$ cat src/rtl/timer_pwm_regs.vh
// Purpose: Register map, field positions and reset values of the timer/PWM block
// Assumes: 32-bit register port, byte addresses, one word per register
// Notes:   All fields sit in the low bits of their word; upper bits read zero
// Operation
// - 32-bit count advances once per expiry of a 32-bit prescale divider.
// - Count source selects internal clock or transitions of an external input.
// - Two 32-bit capture channels latch the count on input edges, optional interrupt.
// - Seven timer matches let counting continue, optionally raising an interrupt.
// - A match may halt the counter, optionally interrupting at the same event.
// - A match may clear the counter to zero, optionally interrupting too.
// - Four match outputs each go low, high, toggle or hold on a match.
// - Two matches can issue timed transfer requests to the DMA controller.
// - PWM variant has seven matches; its outputs come from match events.
// - In PWM mode match 0 resets the count and sets the shared period.
// - Single-edge PWM outputs rise at the cycle-period match.
// - Single-edge output n falls at its own match register n.
// - Double-edge output uses one match to rise, another to fall.
// - New match values act only after release, synchronised to the period start.
// - A single-edge output programmed constant low does not rise at period start.
// - With PWM mode off the block is a plain timer/counter with prescaler.
`ifndef TIMER_PWM_REGS_VH
`define TIMER_PWM_REGS_VH

// Register byte offsets
`define OFS_INT_STATUS  8'h00
`define OFS_INT_MASK    8'h04
`define OFS_CTRL        8'h08
`define OFS_COUNT       8'h0C
`define OFS_PRESCALE    8'h10
`define OFS_PRESC_CNT   8'h14
`define OFS_MATCH_CTRL  8'h18
`define OFS_MATCH0      8'h1C
`define OFS_MATCH6      8'h34
`define OFS_CAP_CTRL    8'h38
`define OFS_CAP0        8'h3C
`define OFS_CAP1        8'h40
`define OFS_EXT_MATCH   8'h44
`define OFS_COUNT_CTRL  8'h48
`define OFS_PWM_CTRL    8'h4C
`define OFS_LATCH_EN    8'h50
`define OFS_DMA_CTRL    8'h54

// Control register fields
`define CTRL_ENABLE     0
`define CTRL_RESET      1
`define CTRL_PWM_MODE   3

// Match control: three bits per match
`define MC_INT          0
`define MC_RESET        1
`define MC_STOP         2

// Capture control: three bits per channel
`define CC_RISE         0
`define CC_FALL         1
`define CC_INT          2

// Count control fields
`define CNT_MODE_TIMER  2'h0
`define CNT_MODE_RISE   2'h1
`define CNT_MODE_FALL   2'h2
`define CNT_MODE_BOTH   2'h3
`define CNT_SEL_BIT     2

// Status bit of capture channel 0 (channel 1 follows)
`define ST_CAP0         7

// External match actions
`define EM_NONE         2'h0
`define EM_LOW          2'h1
`define EM_HIGH         2'h2
`define EM_TOGGLE       2'h3

// Reset values
`define RST_WORD        32'h0000_0000

`endif

$ cat src/rtl/match_unit.v
// Purpose: One match register with shadow copy and count comparator
// Assumes: Shadow takes every write; active copy follows it directly or on load
// Notes:   Buffered mode keeps the comparator value stable until a period start
`timescale 1ns/100ps
`default_nettype none
module match_unit #(
	parameter W = 32
) (
	// Clock and reset
	input  wire         clk,
	input  wire         rst_b,
	// Software side
	input  wire         wr_en,
	input  wire [W-1:0] wr_data,
	input  wire         buffered,
	input  wire         load_now,
	// Counter side
	input  wire [W-1:0] count,
	input  wire         tick,
	output reg  [W-1:0] shadow,
	output reg  [W-1:0] active,
	output wire         hit
);

	// Shadow and active copies; a write in buffered mode waits for release
	always @(posedge clk) begin
		if (!rst_b) begin
			shadow <= {W{1'b0}};
			active <= {W{1'b0}};
		end else begin
			if (wr_en)
				shadow <= wr_data;
			if (wr_en && !buffered)
				active <= wr_data;
			else if (load_now)
				active <= shadow;
		end
	end

	// Match is judged only when the prescaler expires
	assign hit = tick && (count == active);

endmodule
`default_nettype wire

$ cat src/rtl/timer_counter_pwm.v
// Purpose: 32-bit timer/counter with prescaler, captures, matches and PWM outputs
// Assumes: All inputs synchronous to clk; reads return data one cycle later
// Notes:   Match 0 is cycle_period_match in PWM mode; registers in timer_pwm_regs.vh
`timescale 1ns/100ps
`default_nettype none
`include "timer_pwm_regs.vh"
module timer_counter_pwm #(
	parameter NUM_MATCH = 7,
	parameter NUM_PWM   = 6
) (
	// Clock and reset
	input  wire                 clk,
	input  wire                 rst_b,
	// Register port
	input  wire [7:0]           addr,
	input  wire [31:0]          wr_data,
	input  wire                 wr_en,
	input  wire                 rd_en,
	output reg  [31:0]          rd_data,
	// External event inputs
	input  wire [1:0]           cap_in,
	// Outputs
	output reg  [3:0]           ext_match,
	output reg  [NUM_PWM:1]     pwm_out,
	output reg  [1:0]           dma_req,
	output wire                 irq
);

	// Software registers
	reg  [8:0]              int_status;
	reg  [8:0]              int_mask;
	reg  [3:0]              ctrl;
	reg  [31:0]             count;
	reg  [31:0]             prescale;
	reg  [31:0]             presc_cnt;
	reg  [3*NUM_MATCH-1:0]  match_ctrl;
	reg  [5:0]              cap_ctrl;
	reg  [31:0]             cap0;
	reg  [31:0]             cap1;
	reg  [7:0]              ext_ctrl;
	reg  [2:0]              count_ctrl;
	reg  [NUM_PWM:1]        pwm_double;
	reg  [NUM_PWM:1]        pwm_oe;
	reg  [NUM_MATCH-1:0]    latch_en;
	reg  [1:0]              dma_en;

	// Internal state
	reg  [1:0]              cap_prev;
	reg  [NUM_PWM:1]        pwm_state;
	reg  [NUM_PWM:1]        next_pwm;
	reg  [3:0]              next_ext;
	reg  [8:0]              events;
	integer                 k;
	integer                 j;

	// Per-match buses gathered from the match units
	wire [32*NUM_MATCH-1:0] shadow_flat;
	wire [32*NUM_MATCH-1:0] active_flat;
	wire [NUM_MATCH-1:0]    hit;
	wire [NUM_MATCH-1:0]    mr_reset;
	wire [NUM_MATCH-1:0]    mr_stop;
	wire [NUM_MATCH-1:0]    mr_int;

	// Mode and run state; the counter reset bit freezes counting
	wire pwm_mode = ctrl[`CTRL_PWM_MODE];
	wire running  = ctrl[`CTRL_ENABLE] && !ctrl[`CTRL_RESET];

	// Edge detect on capture inputs; inputs are already synchronous
	wire [1:0] cap_rise = cap_in & ~cap_prev;
	wire [1:0] cap_fall = ~cap_in & cap_prev;
	wire [1:0] cap_evt  = (cap_rise & {cap_ctrl[3+`CC_RISE], cap_ctrl[`CC_RISE]})
	                    | (cap_fall & {cap_ctrl[3+`CC_FALL], cap_ctrl[`CC_FALL]});

	// Count source: every clock in timer mode, chosen input edges otherwise
	wire       src_sel  = count_ctrl[`CNT_SEL_BIT];
	wire       src_rise = src_sel ? cap_rise[1] : cap_rise[0];
	wire       src_fall = src_sel ? cap_fall[1] : cap_fall[0];
	reg        count_en;
	always @* begin
		case (count_ctrl[1:0])
		`CNT_MODE_TIMER: count_en = 1'b1;
		`CNT_MODE_RISE:  count_en = src_rise;
		`CNT_MODE_FALL:  count_en = src_fall;
		`CNT_MODE_BOTH:  count_en = src_rise | src_fall;
		default:         count_en = 1'b0;
		endcase
	end

	// Prescaler expiry advances the count by one, or clears it when a resetting match hits
	wire tick = running && count_en && (presc_cnt == prescale);

	// Period start: match 0 in PWM mode reloads released match values
	wire period_start = pwm_mode && hit[0];

	// Match units, one per match register
	genvar g;
	generate
		for (g = 0; g < NUM_MATCH; g = g + 1) begin : g_match
			localparam integer OFS_I = `OFS_MATCH0 + 4 * g;
			localparam [7:0]   OFS   = OFS_I[7:0];
			match_unit #(
				.W        (32)
			) u_match (
				.clk      (clk),
				.rst_b    (rst_b),
				.wr_en    (wr_en && (addr == OFS)),
				.wr_data  (wr_data),
				.buffered (pwm_mode),
				.load_now (period_start && latch_en[g]),
				.count    (count),
				.tick     (tick),
				.shadow   (shadow_flat[32*g +: 32]),
				.active   (active_flat[32*g +: 32]),
				.hit      (hit[g])
			);
			assign mr_int[g]   = match_ctrl[3*g + `MC_INT];
			assign mr_stop[g]  = match_ctrl[3*g + `MC_STOP];
			// Match 0 always closes the period in PWM mode
			assign mr_reset[g] = match_ctrl[3*g + `MC_RESET] ||
			                     (g == 0 && pwm_mode);
		end
	endgenerate

	// Actions of every match that hits on this tick
	wire any_reset = |(hit & mr_reset);
	wire any_stop  = |(hit & mr_stop);

	// Interrupt sources: seven matches then two captures
	always @* begin
		events = {cap_evt & {cap_ctrl[3+`CC_INT], cap_ctrl[`CC_INT]},
		          hit & mr_int};
	end

	// Level interrupt while any unmasked flag stands
	assign irq = |(int_status & int_mask);

	// Match outputs: act on matches 0..3 by the two-bit action field
	always @* begin
		next_ext = ext_match;
		for (j = 0; j < 4; j = j + 1) begin
			if (hit[j]) begin
				case (ext_ctrl[2*j +: 2])
				`EM_LOW:    next_ext[j] = 1'b0;
				`EM_HIGH:   next_ext[j] = 1'b1;
				`EM_TOGGLE: next_ext[j] = ~ext_match[j];
				default:    next_ext[j] = ext_match[j];
				endcase
			end
		end
	end

	// PWM outputs; a clear at the same count as a set wins to avoid slivers
	always @* begin
		next_pwm = pwm_state;
		for (k = 1; k <= NUM_PWM; k = k + 1) begin
			if (!pwm_mode) begin
				next_pwm[k] = 1'b0;
			end else if (pwm_double[k] && k > 1) begin
				if (hit[k-1])
					next_pwm[k] = 1'b1;
				if (hit[k])
					next_pwm[k] = 1'b0;
			end else begin
				// Zero duty means constant low, so skip the rise
				if (hit[0] && active_flat[32*k +: 32] != 32'h0000_0000)
					next_pwm[k] = 1'b1;
				if (hit[k])
					next_pwm[k] = 1'b0;
			end
		end
	end

	// Counter, prescaler, captures and outputs
	always @(posedge clk) begin
		if (!rst_b) begin
			count     <= `RST_WORD;
			presc_cnt <= `RST_WORD;
			cap0      <= `RST_WORD;
			cap1      <= `RST_WORD;
			cap_prev  <= 2'h0;
			ext_match <= 4'h0;
			pwm_state <= {NUM_PWM{1'b0}};
			pwm_out   <= {NUM_PWM{1'b0}};
			dma_req   <= 2'h0;
		end else begin
			cap_prev <= cap_in;
			if (cap_evt[0])
				cap0 <= count;
			if (cap_evt[1])
				cap1 <= count;
			if (ctrl[`CTRL_RESET]) begin
				count     <= `RST_WORD;
				presc_cnt <= `RST_WORD;
			end else if (wr_en && addr == `OFS_COUNT) begin
				count <= wr_data;
			end else if (wr_en && addr == `OFS_PRESC_CNT) begin
				presc_cnt <= wr_data;
			end else if (running && count_en) begin
				if (tick) begin
					presc_cnt <= `RST_WORD;
					count <= any_reset ? `RST_WORD : count + 32'h0000_0001;
				end else begin
					presc_cnt <= presc_cnt + 32'h0000_0001;
				end
			end
			if (wr_en && addr == `OFS_EXT_MATCH)
				ext_match <= wr_data[3:0];
			else
				ext_match <= next_ext;
			pwm_state <= next_pwm;
			pwm_out   <= next_pwm & pwm_oe;
			dma_req   <= hit[1:0] & dma_en;
		end
	end

	// Software-written registers; hardware set wins over a same-cycle clear
	always @(posedge clk) begin
		if (!rst_b) begin
			int_status <= 9'h000;
			int_mask   <= 9'h000;
			ctrl       <= 4'h0;
			prescale   <= `RST_WORD;
			match_ctrl <= {3*NUM_MATCH{1'b0}};
			cap_ctrl   <= 6'h00;
			ext_ctrl   <= 8'h00;
			count_ctrl <= 3'h0;
			pwm_double <= {NUM_PWM{1'b0}};
			pwm_oe     <= {NUM_PWM{1'b0}};
			latch_en   <= {NUM_MATCH{1'b0}};
			dma_en     <= 2'h0;
		end else begin
			if (wr_en && addr == `OFS_INT_STATUS)
				int_status <= (int_status & ~wr_data[8:0]) | events;
			else
				int_status <= int_status | events;
			if (wr_en && addr == `OFS_CTRL)
				ctrl <= wr_data[3:0];
			else if (any_stop)
				ctrl[`CTRL_ENABLE] <= 1'b0;
			// Release bits clear once their values are in use
			if (wr_en && addr == `OFS_LATCH_EN)
				latch_en <= wr_data[NUM_MATCH-1:0];
			else if (period_start)
				latch_en <= {NUM_MATCH{1'b0}};
			if (wr_en) begin
				case (addr)
				`OFS_INT_MASK:   int_mask   <= wr_data[8:0];
				`OFS_PRESCALE:   prescale   <= wr_data;
				`OFS_MATCH_CTRL: match_ctrl <= wr_data[3*NUM_MATCH-1:0];
				`OFS_CAP_CTRL:   cap_ctrl   <= wr_data[5:0];
				`OFS_EXT_MATCH:  ext_ctrl   <= wr_data[11:4];
				`OFS_COUNT_CTRL: count_ctrl <= wr_data[2:0];
				`OFS_DMA_CTRL:   dma_en     <= wr_data[1:0];
				`OFS_PWM_CTRL: begin
					pwm_double <= wr_data[NUM_PWM:1];
					pwm_oe     <= wr_data[NUM_PWM+8:9];
				end
				default: ;
				endcase
			end
		end
	end

	// Match index of a read address; offset 0x1C maps to match 0
	wire [2:0]              rd_mi = addr[4:2] - 3'h7;

	// Read port: data stand in the cycle after the strobe, zero otherwise
	always @(posedge clk) begin
		if (!rst_b) begin
			rd_data <= `RST_WORD;
		end else if (!rd_en) begin
			rd_data <= `RST_WORD;
		end else begin
			case (addr)
			`OFS_INT_STATUS: rd_data <= {23'h00_0000, int_status};
			`OFS_INT_MASK:   rd_data <= {23'h00_0000, int_mask};
			`OFS_CTRL:       rd_data <= {28'h000_0000, ctrl};
			`OFS_COUNT:      rd_data <= count;
			`OFS_PRESCALE:   rd_data <= prescale;
			`OFS_PRESC_CNT:  rd_data <= presc_cnt;
			`OFS_MATCH_CTRL: rd_data <= {11'h000, match_ctrl};
			`OFS_CAP_CTRL:   rd_data <= {26'h000_0000, cap_ctrl};
			`OFS_CAP0:       rd_data <= cap0;
			`OFS_CAP1:       rd_data <= cap1;
			`OFS_EXT_MATCH:  rd_data <= {20'h0_0000, ext_ctrl, ext_match};
			`OFS_COUNT_CTRL: rd_data <= {29'h0000_0000, count_ctrl};
			`OFS_PWM_CTRL:   rd_data <= {17'h0_0000, pwm_oe, 2'h0, pwm_double, 1'b0};
			`OFS_LATCH_EN:   rd_data <= {25'h000_0000, latch_en};
			`OFS_DMA_CTRL:   rd_data <= {30'h0000_0000, dma_en};
			default: begin
				// Match registers read back the last written value
				if (addr >= `OFS_MATCH0 && addr <= `OFS_MATCH6 && addr[1:0] == 2'h0)
					rd_data <= shadow_flat[32*rd_mi +: 32];
				else
					rd_data <= `RST_WORD;
			end
			endcase
		end
	end

endmodule
`default_nettype wire

$ cat config.mk
export PLATFORM = sky130hd
export DESIGN_NAME = timer_counter_pwm
export DESIGN_NICKNAME = d
export VERILOG_FILES = /design/src/rtl/match_unit.v /design/src/rtl/timer_counter_pwm.v
export VERILOG_INCLUDE_DIRS = /design/src /design/src/rtl
export SDC_FILE = /design/constraint.sdc
export NUM_CORES = 2
export LEC_CHECK = 0
export ABC_CLOCK_PERIOD_IN_PS = 8300
export BUFFER_PORTS_ARGS = -buffer_cell sky130_fd_sc_hd__buf_2
export CELL_PAD_IN_SITES_DETAIL_PLACEMENT = 1
export CELL_PAD_IN_SITES_GLOBAL_PLACEMENT = 1
export CORE_MARGIN = 5
export CORE_UTILIZATION = 44
export CTS_BUF_LIST = sky130_fd_sc_hd__clkbuf_16
export CTS_CLUSTER_DIAMETER = 150
export CTS_CLUSTER_SIZE = 24
export DETAILED_ROUTE_END_ITERATION = 10
export GPL_TIMING_DRIVEN = 0
export PLACE_DENSITY = 0.78
export SKIP_LAST_GASP = 1
export SYNTH_ARGS = -nofsm -noshare
export SYNTH_HDL_FRONTEND = slang
export SYNTH_SLANG_ARGS = --single-unit
$ cat constraint.sdc
create_clock -name clk -period 8.3 [get_ports clk]
set_clock_uncertainty 0.1 [all_clocks]
set_input_delay 1.66 -clock clk [delete_from_list [all_inputs] [get_ports clk]]
set_output_delay 1.66 -clock clk [all_outputs]
set_load 0.005 [all_outputs]
# [After elaboration in Yosys (flattened, before gate mapping)]
# Index checks and enable logic that the tools add are counted.
[totals] ram_bits=0 latchBits=0 romBits=0 ff_bits=741 mem_count=0
[op_classes] n_reduce_logical=97 order_cmp=2 eq_ne=45 n_div=0 shifts=1 addsub=3 multipliers=0 mux=74 n_bitwise=25
[op_table] op="32-bit two-way mux" count=23
[op_table] op="32-bit one-hot mux with 15 select lines" count=1
[op_table] op="32-bit == test" count=8
[op_table] op="224-bit by 9-bit indexed part select with 32-bit output" count=1
[op_table] op="32-bit nonzero test" count=6
[op_table] op="32-bit by 1-bit adder with 32-bit output, second input constant" count=2
[op_table] op="8-bit by 6-bit == test with 1-bit output, second input constant" count=8
[op_table] op="8-bit by 7-bit == test with 1-bit output, second input constant" count=6
[op_table] op="1-bit logical AND" count=46
[op_table] op="1-bit two-way mux" count=41
[op_table] op="8-bit by 5-bit == test with 1-bit output, second input constant" count=4
[op_table] op="2-bit nonzero test" count=16
[op_table] op="2-bit AND reduction" count=14
[op_table] op="7-bit bitwise AND" count=3
[op_table] op="2-bit == test, second input constant" count=10
[op_table] op="9-bit bitwise AND" count=2
[op_table] op="9-bit OR" count=2
[op_table] op="8-bit by 4-bit == test with 1-bit output, second input constant" count=2
[op_table] op="4-bit nonzero test" count=4
[op_table] op="7-bit two-way mux" count=2
[op_table] op="7-bit OR reduction" count=2
[op_table] op="2-bit bitwise AND" count=6
[op_table] op="1-bit one-hot mux with 3 select lines" count=4
[op_table] op="2-bit by 1-bit == test with 1-bit output, second input constant" count=5
[op_table] op="21 further kinds" count=29

# [Longest topological paths before layout]
[logic_depth] word_depth=15 mapped_depth=12 ltp_nobuf=9

# [Modules after synthesis]
# A second synthesis with hierarchy kept.
[unflattened] hier_cells=4081 area_unflattened_um2=37855.1
[by_module_without_submodules] mod="match_unit" area_each_um2=3040.4 cells_per_inst=291 instances=7
[by_module_without_submodules] mod="timer_counter_pwm" area_each_um2=16572.1 cells_per_inst=2044 instances=1

# [Worst setup path after synthesis]
# Ideal clock, no wire load.
[synth_path] path_type="input -> register" from="in addr[2]" to="reg rd_data[26]" required_ns=8.062 arrival_time_ns=4.142 cell_stages=9 path_buffers=4 slack_ns=3.920 cell_sequence="clkbuf_1 > inv_1 > clkbuf_1 > ha_1 > buf_2 > buf_1 > mux4_2 > o211ai_1 > a41oi_1"
[synth_between] elab_chain_cells=5 elab_cells_between_ends=23 classes_between="add/sub: 1; order compare: 2; eq/ne: 14; shift: 1; mux: 2; reduce/logical: 3"
[synth_lines] element="start, declared" line="timer_counter_pwm.v:15" rtl="input wire [7:0] addr,"
[synth_lines] element="branches (longest 4 deep; another with 3-bit subtractor)"
[synth_lines] element="32-bit one-hot mux with 15 select lines *" line="timer_counter_pwm.v:274" rtl="case (addr)"
[synth_lines] element="end signal, assigned" line="timer_counter_pwm.v:275" rtl="`OFS_INT_STATUS: rd_data <= {23'h00_0000, int_status};"
[synth_lines] element="end signal, assigned" line="timer_counter_pwm.v:276" rtl="`OFS_INT_MASK: rd_data <= {23'h00_0000, int_mask};"
[synth_lines] element="end signal, assigned" line="timer_counter_pwm.v:293" rtl="rd_data <= shadow_flat[32*rd_mi +: 32];"
[synth_lines] element="end, declared" line="timer_counter_pwm.v:19" rtl="output reg [31:0] rd_data,"
# Every way passes the cells marked *.
# A chain may end at the register's enable or synchronous reset.

# [Worst setup path after layout]
[layout_path] from="in addr[2]" to="reg rd_data[6]"
# Same word-level chain as after synthesis.

==> reports/summary.json <==
{
  "run_status": "finished with violations",
  "violations": "max-capacitance violations, max-slew violations",
  "die-area_sq_um": 89330,
  "route.final.wire_length_mm": 190.0,
  "met3_usage": 0.07534,
  "placed_standard_cell_area_sq_um": 38460,
  "fp.dieH_microns": 298.9,
  "grt_overflow_total": 0,
  "post_route_cells_drive_above_1_share": 0.05965,
  "wl_per_cell_microns": 32.86,
  "r2r_cells": 7,
  "ctsHtreeMaxLevel": 2,
  "fin_setup_tns_ns": 0,
  "synthCells": 4580,
  "grt_setup_unrepaired": "false",
  "synth_warnings": 0,
  "cts-buffers-inserted": 36,
  "critical_path_class": "in2reg",
  "number_of_synthesized_flops_with_an_enable_pin": 0,
  "endpoint_with_the_worst_hold_slack": "cap1[31]$_SDFFE_PN0N_",
  "grt_pass1_wl_mm": 265.8,
  "setup.reg_to_reg.worst_slack_ns": 3.69,
  "cts.hold.buffers_added": 0,
  "clock_sink_count": 741,
  "layout_common_cells": "1227 x sky130_fd_sc_hd__nand2_1, 741 x sky130_fd_sc_hd__dfxtp_1, 392 x sky130_fd_sc_hd__a21boi_0",
  "cp_max_fo": 12,
  "synthesis.nets": 4633,
  "clk_path_buf_depth": 3,
  "hold_path_class": "reg2reg",
  "final_cycle_utilization_of_the_critical_path": 0.7164,
  "drtAntennaViolNets": 0,
  "post_cts_resized": 0,
  "nNetsFinal": 4747,
  "worst_r2r_startpoint": "presc_cnt[1]$_SDFFE_PP0P_",
  "setup_violations": 0,
  "most_heavily_used_metal_layer_in_global_routing": "met2",
  "floorplan.initialDensity": 0.4416,
  "first_pass_iters": 7,
  "timing.final.hold_violations": 0,
  "clock_tree_from_tritoncts": "yes",
  "worst_setup_end_kind": "register",
  "utilization_after_layout": 0.4742,
  "worst_setup_path_start_kind": "input pin",
  "area.growth.synth_to_final_pct": 7.377,
  "insertion_delay_ns": 0.64,
  "die_width_microns": 298.9,
  "critical_path_required_ns": 8.70,
  "placed_cells": 5735,
  "num_io_pins": 91,
  "synth_async_sr_flop_share": 0,
  "design_area_sq_um": 39430,
  "dp.final_hpwl_mm": 152.1,
  "cts.clk_slew.worst_paths_ns": 0.11,
  "vias": 37740,
  "post_synth.cell_area_avg_sq_um": 8.018,
  "drt_iter0_drc": 4310,
  "ys_flop_type": "sky130_fd_sc_hd__dfxtp_1",
  "worst_ep_arrival_time_ns": 6.34,
  "post-route-min-period_ns": 5.946,
  "timing.slew.headroom": -0.03117,
  "grt_antenna_before_repair": 11,
  "mostFrequentLayoutCell": "sky130_fd_sc_hd__nand2_1",
  "worst_slew_pin_slew_ns": 1.533,
  "whs_path_depth": 2,
  "via_per_inst": 6.527,
  "grt_max_degree": 25,
  "grt.total_usage": 0.4060,
  "postSynthRegisterBits": 741,
  "clock_tree.root_cell": "sky130_fd_sc_hd__clkbuf_16",
  "max-vdd-ir-drop_v": 0.0001061,
  "port_buffers": 74,
  "power_density_nw_per_um2": 154.9,
  "grt_pass1_vias": 37180,
  "groute.layer.met2.usage": 0.6481,
  "fmaxAchievable_mhz": 168.2,
  "floorplan.rows": 106,
  "core_area_sq_um": 83160,
  "drc_errors_left": 0,
  "routabilityCongestion": 1.075,
  "post_layout_nonfiller_instances": 5781,
  "synth_seq_area_share": 0.4040,
  "holdCritStartpoint": "cap1[31]$_SDFFE_PN0N_",
  "met1_usage": 0.5018,
  "slew_viol_final": 4,
  "r2r_path_end": "pwm_out[3]$_SDFF_PN0_",
  "totalPowerFinal_w": 0.006108,
  "synth.distinct_cells": 72,
  "synthesis.area_sq_um": 36720,
  "p_leak_nw": 13.43,
  "cap_violations": 1,
  "post_cts.repair.setup_buffers": 0
}
## cells by family (layout without fill, tap and decap cells)
family / after synthesis / after routing / synth area share
simple gates: 1703 / 1703 / 0.1985
compound gates: 1250 / 1250 / 0.2287
flops: 741 / 741 / 0.4040
buf+inv: 475 / 589 / 0.05455
xor+xnor: 275 / 275 / 0.06580
mux: 129 / 129 / 0.04607
fa+ha+maj: 7 / 7 / 0.002385
other cells: 0 / 7 / 0
## synth_stat cells, types with 8 or more instances
cell type / count / area (sq um)
sky130_fd_sc_hd__nand2_1: 1227 / 4606
sky130_fd_sc_hd__dfxtp_1: 741 / 14830
sky130_fd_sc_hd__a21boi_0: 392 / 2943
sky130_fd_sc_hd__clkbuf_1: 320 / 1201
sky130_fd_sc_hd__o21ai_0: 265 / 1326
sky130_fd_sc_hd__a31oi_1: 180 / 1126
sky130_fd_sc_hd__xnor2_1: 141 / 1235
sky130_fd_sc_hd__xor2_1: 133 / 1165
sky130_fd_sc_hd__a21oi_1: 110 / 550.5
sky130_fd_sc_hd__nor2_1: 104 / 390.4
sky130_fd_sc_hd__mux2i_1: 97 / 970.9
sky130_fd_sc_hd__nor4_1: 92 / 575.6
sky130_fd_sc_hd__nand3_1: 91 / 455.4
sky130_fd_sc_hd__a22oi_1: 86 / 645.6
sky130_fd_sc_hd__buf_2: 75 / 375.4
sky130_fd_sc_hd__nand4_1: 64 / 400.4
sky130_fd_sc_hd__o211ai_1: 61 / 457.9
sky130_fd_sc_hd__a221oi_1: 37 / 324.1
sky130_fd_sc_hd__inv_1: 32 / 120.1
sky130_fd_sc_hd__mux4_2: 32 / 720.7
sky130_fd_sc_hd__nor3_1: 30 / 150.1
sky130_fd_sc_hd__buf_4: 25 / 187.7
sky130_fd_sc_hd__a222oi_1: 23 / 230.2
sky130_fd_sc_hd__a22o_1: 21 / 183.9
sky130_fd_sc_hd__and3_1: 21 / 131.4
sky130_fd_sc_hd__a41oi_1: 19 / 166.4
sky130_fd_sc_hd__and2_1: 18 / 112.6
sky130_fd_sc_hd__buf_1: 16 / 60.06
sky130_fd_sc_hd__nor2b_1: 16 / 100.1
sky130_fd_sc_hd__a211oi_1: 8 / 60.06
sky130_fd_sc_hd__o31ai_1: 8 / 60.06
## flip-flops by register name, summed over array words and instances, names as in the netlist, 32 cells and up
name and count:
cap0 32, cap1 32, count 32, g_match.u_match.active 224, g_match.u_match.shadow 224, presc_cnt 32, prescale 32, rd_data 32
## cell type report
type	count	area, sq um
antenna	7	17.52
buffer	442	1879
clock buffer	37	925.9
clock inverter	1	5.005
fill	10160	43730
inverter	33	123.9
multi-input combinational	3364	19910
sequential	741	14830
tap	1080	1351
timing repair buffer	76	385.4
## worst max path at each step
| stage | startpoint | end | slack, ns | depth (start not counted) |
|---|---|---|---|---|
| floorplan | addr[2] | rd_data[26]$_SDFF_PN0_ | 3.92 | 9 |
| global placement | addr[2] | rd_data[6]$_SDFF_PN0_ | 2.07 | 13 |
| detailed placement | addr[2] | rd_data[19]$_SDFF_PN0_ | 1.97 | 12 |
| CTS | addr[2] | rd_data[19]$_SDFF_PN0_ | 2.61 | 12 |
| global route | addr[2] | rd_data[6]$_SDFF_PN0_ | 2.47 | 13 |
| finish | addr[2] | rd_data[6]$_SDFF_PN0_ | 2.35 | 13 |
## critical path: stages
cell and delay, ns:
sky130_fd_sc_hd__buf_2 0.14, sky130_fd_sc_hd__clkbuf_1 0.41, sky130_fd_sc_hd__inv_1 0.23, sky130_fd_sc_hd__clkbuf_1 0.42
sky130_fd_sc_hd__ha_1 0.38, sky130_fd_sc_hd__nand2_1 0.26, sky130_fd_sc_hd__nor2_1 0.26, sky130_fd_sc_hd__nor3_1 0.36
sky130_fd_sc_hd__and3_1 0.22, sky130_fd_sc_hd__clkbuf_1 0.24, sky130_fd_sc_hd__clkbuf_1 0.81, sky130_fd_sc_hd__o211ai_1 0.47
sky130_fd_sc_hd__a41oi_1 0.48
## layer usage
metal  share of wire  wire (microns)  vias up
met5         0.00027              51        -
met4           0.085           16080        8
met3           0.094           17950      610
met2            0.44           83900     2139
met1            0.38           71980    18800
li1                -               -    16180
## stage by stage
| stage | hold slack (ns) | worst slack (ns) |
|---|---|---|
| after floorplan | 0.3290 | 3.920 |
| after global placement | 0.3485 | 2.069 |
| after detailed placement | 0.3579 | 1.969 |
| after CTS | 0.3715 | 2.606 |
| after global routing | 0.4003 | 2.469 |
| final | 0.3736 | 2.354 |
## report_power, final
part,internal (W),total (W),switching (W)
clock network,0.000807,0.00209,0.00129
registers,0.00356,0.00357,0.00000646
logic,0.000104,0.000450,0.000346
total,0.00447,0.00611,0.00164
Power figures use the tool's default switching activity.
